[config.mk]
export PLATFORM = sky130hd
export DESIGN_NAME = hbs_brake_seq
export DESIGN_NICKNAME = d
export VERILOG_FILES = /design/src/hbs_pkg.sv /design/src/hbs_brake_seq.sv /design/src/hbs_wave.sv
export SDC_FILE = /design/constraint.sdc
export NUM_CORES = 2
export LEC_CHECK = 0
export BUFFER_PORTS_ARGS = -buffer_cell sky130_fd_sc_hd__buf_2
export CAP_MARGIN = 30
export CORE_ASPECT_RATIO = 1.1
export CORE_UTILIZATION = 27
export CTS_CLUSTER_DIAMETER = 120
export DETAILED_ROUTE_END_ITERATION = 16
export GPL_TIMING_DRIVEN = 0
export HOLD_SLACK_MARGIN = 0.15
export PLACE_DENSITY = 0.5
export SYNTH_ARGS = -nofsm -noshare
export SYNTH_HDL_FRONTEND = slang
export SYNTH_SLANG_ARGS = --single-unit
[constraint.sdc]
create_clock -name i_clk -period 6.7 [get_ports i_clk]
set_input_delay 1.34 -clock i_clk [delete_from_list [all_inputs] [get_ports i_clk]]
set_output_delay 1.34 -clock i_clk [all_outputs]
set_load 0.005 [all_outputs]
[src/hbs_pkg.sv]
// hbs_pkg: constants for the holding brake sequencer and its waveform generator
// assumes a 250 MHz system clock; no bus, all settings arrive as plain ports
package hbs_pkg;
	// clock rate in hertz
	localparam int unsigned CLK_HZ = 250000000;
	// submode select bit that enables automatic brake control
	localparam int AUTO_BIT = 2;
	// digital output bit that drives the brake in manual mode
	localparam int MANUAL_BIT = 0;
	// waveform limits
	localparam logic [15:0] FREQ_MAX_HZ = 16'h07D0;
	localparam logic [6:0] DUTY_MIN = 7'h02;
	localparam logic [6:0] DUTY_FULL = 7'h64;
	// defaults used when a setting is out of range
	localparam logic [15:0] FREQ_DEF_HZ = 16'h07D0;
	localparam logic [6:0] DUTY_DEF = 7'h64;
	// delay settings count in milliseconds
	localparam int unsigned MS_NS = 1000000;
	localparam int unsigned CLK_NS = 4;
	localparam int unsigned MS_CYCLES = MS_NS / CLK_NS;
	// routing source codes, upper byte of a routing word
	localparam logic [7:0] SRC_WAVE = 8'h10;
	localparam logic [7:0] SRC_WAVE_INV = 8'h11;
	// sequencer states
	typedef enum logic [2:0] {
		HBS_ENGAGED,
		HBS_WAIT_REL,
		HBS_WAIT_RUN,
		HBS_RUNNING,
		HBS_WAIT_ENG,
		HBS_WAIT_OFF
	} hbs_state_t;
endpackage : hbs_pkg

[src/hbs_brake_seq.sv]
// hbs_brake_seq: holding brake sequencer with pwm brake drive
// Function
// brake closed unless auto and operation enabled; code also opens it from manual bit 0 and through the stop delay
// submode bit 2 set selects automatic sequencing
// bit 2 clear: brake follows output bit 0
// enable: current, delay 3, release, delay 4
// leave: stop, delay 1, engage, delay 2, off
// released brake driven as pwm waveform
// frequency from entry 5, above 2000 refused
// duty from entry 6, range 2 to 100
// duty 100 holds output solid on
// waveform and inverse selectable for outputs
// setting changes apply at period boundary
// manual one releases, zero engages brake
// assumes the power state machine and routing logic share i_clk
`timescale 1ns/1ns
module hbs_brake_seq #(
	parameter int unsigned CLK_HZ = hbs_pkg::CLK_HZ,
	parameter int unsigned MS_CYCLES = hbs_pkg::MS_CYCLES,
	parameter int NOUT = 2
) (
	input wire logic i_clk,
	input wire logic i_sys_rst,
	input wire logic [15:0] i_drive_submode_select,
	input wire logic [31:0] i_digital_output_bits,
	input wire logic i_op_enable_req,
	input wire logic i_motor_standstill,
	input wire logic [15:0] i_delay_stop_ms,
	input wire logic [15:0] i_delay_off_ms,
	input wire logic [15:0] i_delay_rel_ms,
	input wire logic [15:0] i_delay_run_ms,
	input wire logic [15:0] i_freq_hz,
	input wire logic [6:0] i_duty_pct,
	input wire logic [NOUT*16-1:0] i_out_route,
	output logic o_motor_current_on,
	output logic o_motor_stop_req,
	output logic o_travel_enable,
	output logic o_brake_released,
	output logic o_brake_drive,
	output logic [NOUT-1:0] o_wave_route,
	output logic [NOUT-1:0] o_wave_route_sel
);
	// refuse settings the counters cannot serve
	initial begin
		if (NOUT < 1 || NOUT > 16) $error("NOUT out of range");
		if (CLK_HZ < 32'(hbs_pkg::FREQ_MAX_HZ)) $error("CLK_HZ below top waveform rate");
		if (MS_CYCLES < 1) $error("MS_CYCLES must be at least 1");
	end

	// sequencer state and delay counter
	hbs_pkg::hbs_state_t state_r;
	hbs_pkg::hbs_state_t state_nxt;
	logic [31:0] ms_cnt_r;
	logic [15:0] dly_r;
	logic [15:0] dly_nxt;
	logic load_dly;
	logic drive_r;
	logic [NOUT-1:0] route_r;
	logic [NOUT-1:0] route_sel_r;
	logic wave;
	wire logic auto_mode;
	wire logic manual_on;
	wire logic ms_tick;
	wire logic dly_done;
	wire logic released;
	wire logic brake_on;
	// delay counter controls and per-output routing decode
	wire logic [15:0] dly_load;
	wire logic dly_hold;
	wire logic dly_count;
	wire logic [NOUT-1:0] sel_wave;
	wire logic [NOUT-1:0] sel_inv;

	// millisecond-in-cycles conversion is shared by every delay entry
	function automatic logic [15:0] ms_sel(input hbs_pkg::hbs_state_t st,
		input logic [15:0] a, input logic [15:0] b, input logic [15:0] c,
		input logic [15:0] d);
		case (st)
			hbs_pkg::HBS_WAIT_REL: ms_sel = a;
			hbs_pkg::HBS_WAIT_RUN: ms_sel = b;
			hbs_pkg::HBS_WAIT_ENG: ms_sel = c;
			hbs_pkg::HBS_WAIT_OFF: ms_sel = d;
			default: ms_sel = 16'h0000;
		endcase
	endfunction : ms_sel

	// routing source code lives in the upper byte of a routing word
	function automatic logic [7:0] src_of(input logic [15:0] word);
		src_of = word[15:8];
	endfunction : src_of

	////////////////////////////////////////////////////////////////////////
	// mode decode
	assign auto_mode = i_drive_submode_select[hbs_pkg::AUTO_BIT];
	assign manual_on = i_digital_output_bits[hbs_pkg::MANUAL_BIT];
	assign ms_tick = (ms_cnt_r == MS_CYCLES - 1);
	assign dly_done = (dly_r == 16'h0000);

	////////////////////////////////////////////////////////////////////////
	// sequencer next state; leaving enable aborts any power-up wait
	always_comb begin
		state_nxt = state_r;
		load_dly = 1'b0;
		case (state_r)
			hbs_pkg::HBS_ENGAGED: begin
				// a new start waits for any wind-down to finish
				if (auto_mode && i_op_enable_req) begin
					state_nxt = hbs_pkg::HBS_WAIT_REL;
					load_dly = 1'b1;
				end
			end
			hbs_pkg::HBS_WAIT_REL: begin
				if (!auto_mode || !i_op_enable_req) begin
					state_nxt = hbs_pkg::HBS_WAIT_OFF; // brake still closed
					load_dly = 1'b1;
				end else if (dly_done) begin
					state_nxt = hbs_pkg::HBS_WAIT_RUN;
					load_dly = 1'b1;
				end
			end
			hbs_pkg::HBS_WAIT_RUN: begin
				if (!auto_mode || !i_op_enable_req) begin
					state_nxt = hbs_pkg::HBS_WAIT_ENG;
					load_dly = 1'b1;
				end else if (dly_done) begin
					state_nxt = hbs_pkg::HBS_RUNNING;
				end
			end
			hbs_pkg::HBS_RUNNING: begin
				if (!auto_mode || !i_op_enable_req) begin
					state_nxt = hbs_pkg::HBS_WAIT_ENG;
					load_dly = 1'b1;
				end
			end
			hbs_pkg::HBS_WAIT_ENG: begin
				// delay counts only once the motor is at standstill
				if (dly_done && i_motor_standstill) begin
					state_nxt = hbs_pkg::HBS_WAIT_OFF;
					load_dly = 1'b1;
				end
			end
			hbs_pkg::HBS_WAIT_OFF: begin
				// current stays on until the off delay ends
				if (dly_done)
					state_nxt = hbs_pkg::HBS_ENGAGED;
			end
			default: state_nxt = hbs_pkg::HBS_ENGAGED;
		endcase
	end

	// the stop delay only runs once the motor reports standstill
	assign dly_load = ms_sel(state_nxt, i_delay_rel_ms, i_delay_run_ms,
		i_delay_stop_ms, i_delay_off_ms);
	assign dly_hold = (state_r == hbs_pkg::HBS_WAIT_ENG) && !i_motor_standstill;
	assign dly_count = ms_tick && !dly_done && !dly_hold;
	assign dly_nxt = load_dly ? dly_load : (dly_count ? dly_r - 16'h0001 : dly_r);

	////////////////////////////////////////////////////////////////////////
	// state, delay and millisecond divider registers
	always_ff @(posedge i_clk or posedge i_sys_rst) begin
		if (i_sys_rst) begin
			state_r <= hbs_pkg::HBS_ENGAGED;
			ms_cnt_r <= '0;
			dly_r <= 16'h0000;
		end else begin
			state_r <= state_nxt;
			// divider restarts on every load so each delay starts clean
			ms_cnt_r <= (ms_tick || load_dly) ? '0 : ms_cnt_r + 32'h1;
			dly_r <= dly_nxt;
		end
	end

	////////////////////////////////////////////////////////////////////////
	// brake release decision
	// brake stays open through the stop delay, closing only after it
	assign released = (state_r == hbs_pkg::HBS_WAIT_RUN) ||
		(state_r == hbs_pkg::HBS_RUNNING) ||
		(state_r == hbs_pkg::HBS_WAIT_ENG);
	// manual one energises the coil
	assign brake_on = auto_mode ? released : manual_on;

	// waveform runs free; the sequencer only gates it onto the coil
	hbs_wave #(
		.CLK_HZ(CLK_HZ)
	) u_wave (
		.i_clk(i_clk),
		.i_sys_rst(i_sys_rst),
		.i_freq_hz(i_freq_hz),
		.i_duty_pct(i_duty_pct),
		.o_wave(wave)
	);

	////////////////////////////////////////////////////////////////////////
	// routing decode per output word; inverse is an xor on the shared waveform
	for (genvar g = 0; g < NOUT; g++) begin : g_route
		assign sel_wave[g] = (src_of(i_out_route[g*16 +: 16]) == hbs_pkg::SRC_WAVE);
		assign sel_inv[g] = (src_of(i_out_route[g*16 +: 16]) == hbs_pkg::SRC_WAVE_INV);
	end

	////////////////////////////////////////////////////////////////////////
	// output registers; one register stage matches the brake drive path
	always_ff @(posedge i_clk or posedge i_sys_rst) begin
		if (i_sys_rst) begin
			drive_r <= 1'b0;
			route_r <= '0;
			route_sel_r <= '0;
		end else begin
			// coil sees the waveform only while the brake is to be open
			drive_r <= brake_on & wave;
			route_sel_r <= sel_wave | sel_inv;
			route_r <= sel_inv ^ {NOUT{wave}};
		end
	end

	////////////////////////////////////////////////////////////////////////
	// current, stop and travel outputs decode the state register; levels, not pulses
	assign o_brake_drive = drive_r;
	assign o_wave_route = route_r;
	assign o_wave_route_sel = route_sel_r;
	assign o_brake_released = brake_on;
	assign o_motor_current_on = (state_r != hbs_pkg::HBS_ENGAGED);
	assign o_motor_stop_req = (state_r == hbs_pkg::HBS_WAIT_ENG);
	assign o_travel_enable = (state_r == hbs_pkg::HBS_RUNNING);
endmodule : hbs_brake_seq

[src/hbs_wave.sv]
// hbs_wave: brake pulse-width waveform generator
// assumes settings come from the same clock domain
`timescale 1ns/1ns
module hbs_wave #(
	parameter int unsigned CLK_HZ = hbs_pkg::CLK_HZ
) (
	input wire logic i_clk,
	input wire logic i_sys_rst,
	input wire logic [15:0] i_freq_hz,
	input wire logic [6:0] i_duty_pct,
	output logic o_wave
);
	localparam int unsigned PW = 32;
	initial begin
		if (CLK_HZ < 200000) $error("clock too slow for waveform");
	end

	logic [PW-1:0] cnt_r;
	logic [PW-1:0] period_r;
	logic [PW-1:0] high_r;
	logic wave_r;
	wire logic [PW-1:0] per_calc;
	wire logic [PW-1:0] high_calc;
	wire logic [PW-1:0] period_nxt;
	wire logic [PW-1:0] high_nxt;
	wire logic at_end;
	wire logic [15:0] freq_ok;
	wire logic [6:0] duty_ok;

	////////////////////////////////////////////////////////////////////////
	// range screening; rejected values fall back to defaults
	assign freq_ok = (i_freq_hz == 16'h0000 || i_freq_hz > hbs_pkg::FREQ_MAX_HZ) ?
		hbs_pkg::FREQ_DEF_HZ : i_freq_hz;
	assign duty_ok = (i_duty_pct < hbs_pkg::DUTY_MIN || i_duty_pct > hbs_pkg::DUTY_FULL) ?
		hbs_pkg::DUTY_DEF : i_duty_pct;
	assign per_calc = PW'(CLK_HZ / 32'(freq_ok));
	assign high_calc = PW'((64'(per_calc) * 64'(duty_ok)) / 64'd100);
	assign at_end = (cnt_r >= period_r - PW'(1));

	// settings latch only at a period boundary, avoids runt pulses
	assign period_nxt = at_end ? per_calc : period_r;
	assign high_nxt = at_end ? high_calc : high_r;

	////////////////////////////////////////////////////////////////////////
	always_ff @(posedge i_clk or posedge i_sys_rst) begin
		if (i_sys_rst) begin
			cnt_r <= '0;
			period_r <= PW'(1);
			high_r <= PW'(1);
			wave_r <= 1'b0;
		end else begin
			cnt_r <= at_end ? '0 : cnt_r + PW'(1);
			period_r <= period_nxt;
			high_r <= high_nxt;
			// full duty keeps the output solid high
			wave_r <= (cnt_r < high_r) || (high_r >= period_r);
		end
	end
	assign o_wave = wave_r;
endmodule : hbs_wave

## Yosys cells after proc, flatten, opt, wreduce, memory -nomap -nowiden

Index checks and enable logic that the tools add are counted.

- $add $sub $neg: 4
- Multipliers: 1
- Div/mod/pow operators: 2
- Magnitude comparators: 6
- Eq/ne operators: 14
- Mux-type cells: 23
- Bitwise gates (word level): 3
- Reductions and logical operators: 23

Operator list:

| operator | count |
|---|---|
| $add 32x1->32 const B | 2 |
| $div 39x7->64 const B | 1 |
| $ge 32x32->1 | 2 |
| $mux 32 | 2 |
| $pmux 16 s4 | 1 |
| $mux 16 | 3 |
| $mul 32x7->39 | 1 |
| $div 28x16->32 const A | 1 |
| $eq 32x18->1 const B | 1 |
| $eq 8x5->1 const B | 4 |
| $logic_not 16->1 | 2 |
| $lt 32x32->1 | 1 |
| $sub 32x1->32 const B | 1 |
| $mux 3 | 8 |
| $pmux 3 s6 | 1 |
| $gt 16x11->1 const B | 1 |
| $sub 16x1->16 const B | 1 |
| $eq 3x3->1 const B | 4 |
| $eq 3x2->1 const B | 3 |
| $gt 7x7->1 const B | 1 |
| $logic_or 1x1->1 | 7 |
| $lt 7x2->1 const B | 1 |
| $mux 7 | 1 |
| $eq 3x1->1 const B | 2 |
| other kinds (11) | 24 |

- Bits in registers: 153
- Bits of input ports: 171
- Output and inout bits: 9
- Word-level logic and storage cells: 86

## Depth between registers and ports, before layout

- Depth after elaboration: 7
- Gate-level depth with buffers: 678

## Cells and area by module

A second synthesis with hierarchy kept.

- Cells, all modules: 6223
- Area, all modules: 45854.0 µm²

By module, submodules not included:

| module | instances | cells each | area an instance (µm²) |
|---|---|---|---|
| hbs_wave | 1 | 5834 | 42236.8 |
| hbs_brake_seq | 1 | 389 | 3617.2 |

## Worst setup path after synthesis

OpenSTA, ideal clock, no wires.

- Path type: input port to flip-flop
- Start point: input port i_freq_hz[1]
- End point: register u_wave.high_r[1]
- Library setup time: 0.125 ns
- Arrival time: 116.799 ns
- Data required time: 6.575 ns
- Setup slack: -110.224 ns
- Stages: 645
- Buffers on the path: 55
- Path through: or4_1 > o32ai_1 > and2_1 > buf_2 > nand2_1 > ha_1 > xor2_1 > nor2_1 > ha_1 > o31a_1 > nor2_1 > nor2_1 > mux2_2 > ha_1 > inv_1 > a41oi_1 > o21ai_0 > a2111oi_0 > (+609 left out) > o21ai_1 > a221o_1 > or2_1 > o31a_1 > or2_1 > a21oi_2 > xnor2_1 > inv_1 > a311o_1 > o311ai_1 > nand3_1 > xnor2_1 > and3_1 > buf_2 > o311a_1 > a311oi_2 > o311ai_1 > mux2_2

- Word-level cells in the longest chain between the ends: 6

RTL lines:

| what | line | source |
|---|---|---|
| start, declared | hbs_brake_seq.sv:32 | `input wire logic [15:0] i_freq_hz,` |
| $gt 16x11->1 / $logic_not 16->1 (equally long branches) | hbs_wave.sv:32 | `assign freq_ok = (i_freq_hz == 16'h0000 \|\| i_freq_hz > hbs_pkg::FREQ_MAX_HZ) ?` |
| $logic_or 1x1->1 | hbs_wave.sv:32 |  |
| $mux 16 * | hbs_wave.sv:32 |  |
| $div 28x16->32 * | hbs_wave.sv:36 | `assign per_calc = PW'(CLK_HZ / 32'(freq_ok));` |
| $mul 32x7->39 * | hbs_wave.sv:37 | `assign high_calc = PW'((64'(per_calc) * 64'(duty_ok)) / 64'd100);` |
| $div 39x7->64 * | hbs_wave.sv:37 |  |
| end signal, assigned | hbs_wave.sv:54 | `high_r <= high_nxt;` |
| end, declared | hbs_wave.sv:20 | `logic [PW-1:0] high_r;` |

Every way passes the cells marked *; elsewhere a longest branch is shown, timed or not.
A chain may end at the register's enable or synchronous reset.

## Worst setup path in the final report

- Start point: input port i_freq_hz[3]
- End point: register u_wave.high_r[0]

Same word-level chain as after synthesis.

==> reports/qor.csv <==
stage,metric,value,unit
outcome,outcome,"finished, violations left",
outcome,failing checks,negative setup slack,
timing,Setup-failing EPs final,60,
yosys,Cell variety after synth,131,
grt,global-route wire length before repair,242.3,mm
yosys,Post-synth ARST share,100.0,%
placed_design,DP Cell Count,8672,
grt,initial antenna violation count,4,
finish,layout cells sized above 1,28.92,%
die,num rows,156,
grt,maximum number of pins on one net before global-route repair,115,
placed_design,post-DP HPWL,115.4,mm
yosys,Synth Area per Inst,7.244,sq um
finish,Layout Cells excl Fill,9456,
worst_setup_path,Worst path max stage delay,580,ps
yosys,yosys warns,0,
routing,via count,49080,
timing,RSZ-0062 raised after global routing,true,
cts,clock root buffer,clkbuf_16,
hold_path,Hold Crit Depth,1,
yosys,flop and latch count out of synthesis,153,
timing,Fin Hold WS,461.9,ps
die,core area,0.1651,sq mm
grt,number of global-route vias before repair,47230,
cts,CTS tree,done,
die,io pins,180,
timing,final hold viol count,0,
cts,worst skew pair latency,460,ps
die,Die X,391.7,microns
cts,H-tree depth,4,
timing,Max Clock Skew,11.31,ps
yosys,post-synth top area share,14.29,%
yosys,Post-Synthesis Cells,6227,
worst_setup_path,worst path required time,7090,ps
routing,drt total wl,154.2,mm
timing,fin crit period,105430,ps
job,max-cap violations,0,
cts,CTS Buffer Depth,2,
die,Initial Utilization,27.32,%
die,die area,0.1687,sq mm
routing,# DRC,0,
routing,Vias/cell,5.190,
die,Die Span Y,430.7,microns
timing,PnR worst setup slack,-98730,ps
placed_design,port buffer count,116,
worst_setup_path,Worst EP arrival,105820,ps
cts,Worst-path clk slew,70,ps
worst_setup_path,CP Class,primary input to flop,
yosys,register area share after synthesis,8.494,%
yosys,largest area contributor in the netlist,ha_1,
timing,Worst-Margin Slew,1171,ps
worst_setup_path,endpoint class of the critical path,flop,
worst_setup_path,"slowest stage cell, crit path",or4_4,
routing,initial DRC count,2576,
placed_design,RD Place Congestion,0.8761,
grt,Global Route Usage Sum,17.11,%
finish,Layout Nets,8065,
timing,headroom to the max-slew limit,21.38,%
yosys,number of enable flip-flop cells after synthesis,0,
cts,clock sinks,153,
worst_setup_path,critical path launch point type,primary input,
timing,Slew Limit Fails,0,
routing,drt wl/cell,16.31,microns
worst_setup_path,Reg2Reg Depth,21,
routing,antenna-violating nets left,0,
finish,Synth-to-Final Area Change,38.84,%
finish,Fillers,17100,
worst_setup_path,"most used cell, CP",a21oi_2,
yosys,"top cells by area, synth","ha_1 (14%), dfrtp_1 (8.4%), fa_1 (6.6%)",
timing,crit share post-route,1574,%
hold_path,Min-Delay Path Class,flop to flop,
routing,DRT Pass-1 Iters,6,
timing,max frequency,9.485,MHz
yosys,Synth Flop Type,dfrtp_1,
grt,grt total ovfl,0,
cts,CTS buffer count,17,
yosys,mapped cell area,0.04511,sq mm
worst_setup_path,"Max FO, Critical Path",10,
==> layout make-up <==
class,count,area (sq um),area share (%)
multi-input combinational,5515,44910,71.72
timing repair buffer,891,6917,11.04
sequential,153,3831,6.117
tap,2212,2768,4.419
buffer,206,1903,3.039
inverter,446,1692,2.701
clock buffer,19,432.9,0.6912
clock inverter,13,168.9,0.2697
antenna,1,2.502,0.003996
==> cell families (layout without fill, tap and decap cells) <==
logic type | count (synthesis) | in the layout | synth area share, %
fa+ha+maj | 671 | 671 | 21.05
xor+xnor | 446 | 446 | 8.818
simple gates | 2236 | 2238 | 23.74
other cells | 2 | 104 | 0.01665
buf+inv | 662 | 1575 | 5.689
mux | 176 | 176 | 4.288
flops | 153 | 153 | 8.494
compound gates | 1881 | 1881 | 27.90
==> worst max-delay path: cells and delay by family <==
kind | cells | cell delay [ps]
buf+inv | 99 | 13670
xor+xnor | 3 | 410
mux | 7 | 2230
compound gates | 362 | 56520
fa+ha+maj | 36 | 9940
simple gates | 160 | 21320
==> final timing paths <==
check | start | end | slack (ps)
max in group asynchronous | i_sys_rst | u_wave.period_r[30] | 4930
setup / recovery | i_freq_hz[3] | u_wave.high_r[0] | -98730
hold reg to reg | ms_cnt_r[0] | ms_cnt_r[0] | 460
hold / removal | ms_cnt_r[0] | ms_cnt_r[0] | 460
setup reg to reg | u_wave.period_r[1] | u_wave.high_r[21] | 790
min in group asynchronous | i_sys_rst | ms_cnt_r[26] | 850
==> through the flow <==
| stage | area, sq um | setup slack, ps | utilization [%] | TNS, ps |
|---|---|---|---|---|
| 2_1_floorplan | 47930 | -94930 | - | -3682440 |
| 3_3_place_gp | 51280 | -114990 | 31.06 | -4675750 |
| 3_5_place_dp | 51570 | -114710 | 31.23 | -4499520 |
| 4_1_cts | 57540 | -101230 | 34.84 | -3923950 |
| 5_1_grt | 62630 | -104770 | 37.93 | -4056630 |
| 6_report | 62630 | -98730 | 37.93 | -3808730 |
==> metal layers <==
metal	up-vias	wire, microns	GRT usage, %
li1	24360	-	-
met1	23750	71120	22.50
met2	826	76180	30.77
met3	143	4480	0.9572
met4	2	2453	3.048
met5	-	8	0
==> what timing repair did <==
action	in CTS	in global routing
gates cloned	6	3
endpoints found under the setup margin	61	60
hold buffers	0	0
resized for setup	404	543
setup buffers	414	340
pin swaps	370	572
==> state kept, by name, indices dropped and copies added, names as in the netlist <==
signal / cells
dly_r: 16
o_brake_drive: 1
u_wave.cnt_r: 32
u_wave.high_r: 32
state_r: 3
ms_cnt_r: 32
o_wave_route: 2
u_wave.period_r: 32
u_wave.o_wave: 1
o_wave_route_sel: 2
==> synth_stat cells, types with 38 or more instances <==
library cell    n
clkbuf_1      153
a21oi_1       492
mux2_2        130
nor3_1        134
a31oi_1        86
and3_1         77
o21ai_0       354
fa_1          149
xnor2_1       302
o21bai_1       69
nand2_1       598
nor2_1        655
ha_1          515
and2_1        109
xor2_1        136
inv_1         446
o31ai_1        91
o21ai_1        46
nand3_1       153
nand2b_1      160
a21o_1        174
or3_1          41
nand4_1        64
nor4_1         45
o21a_1         66
mux2i_1        43
dfrtp_1       151
a21boi_0       38
o211ai_1       41
a211oi_1       47
nor2b_1        75
==> placed cells by master, fill, tap and decap left out, types with 114 or more instances in the layout <==
cell type,count
fa_1,149
nor2_1,588
a21oi_1,350
xor2_1,132
dfrtp_1,151
buf_4,710
a21o_1,171
xnor2_1,281
inv_1,432
nand2b_1,153
nand3_1,130
ha_1,469
buf_2,134
nand2_1,541
nor3_1,114
a21oi_2,124
o21ai_0,227
Power is not shown: default switching activity piles up to over one toggle a cycle in this logic, so the estimate is an artifact.
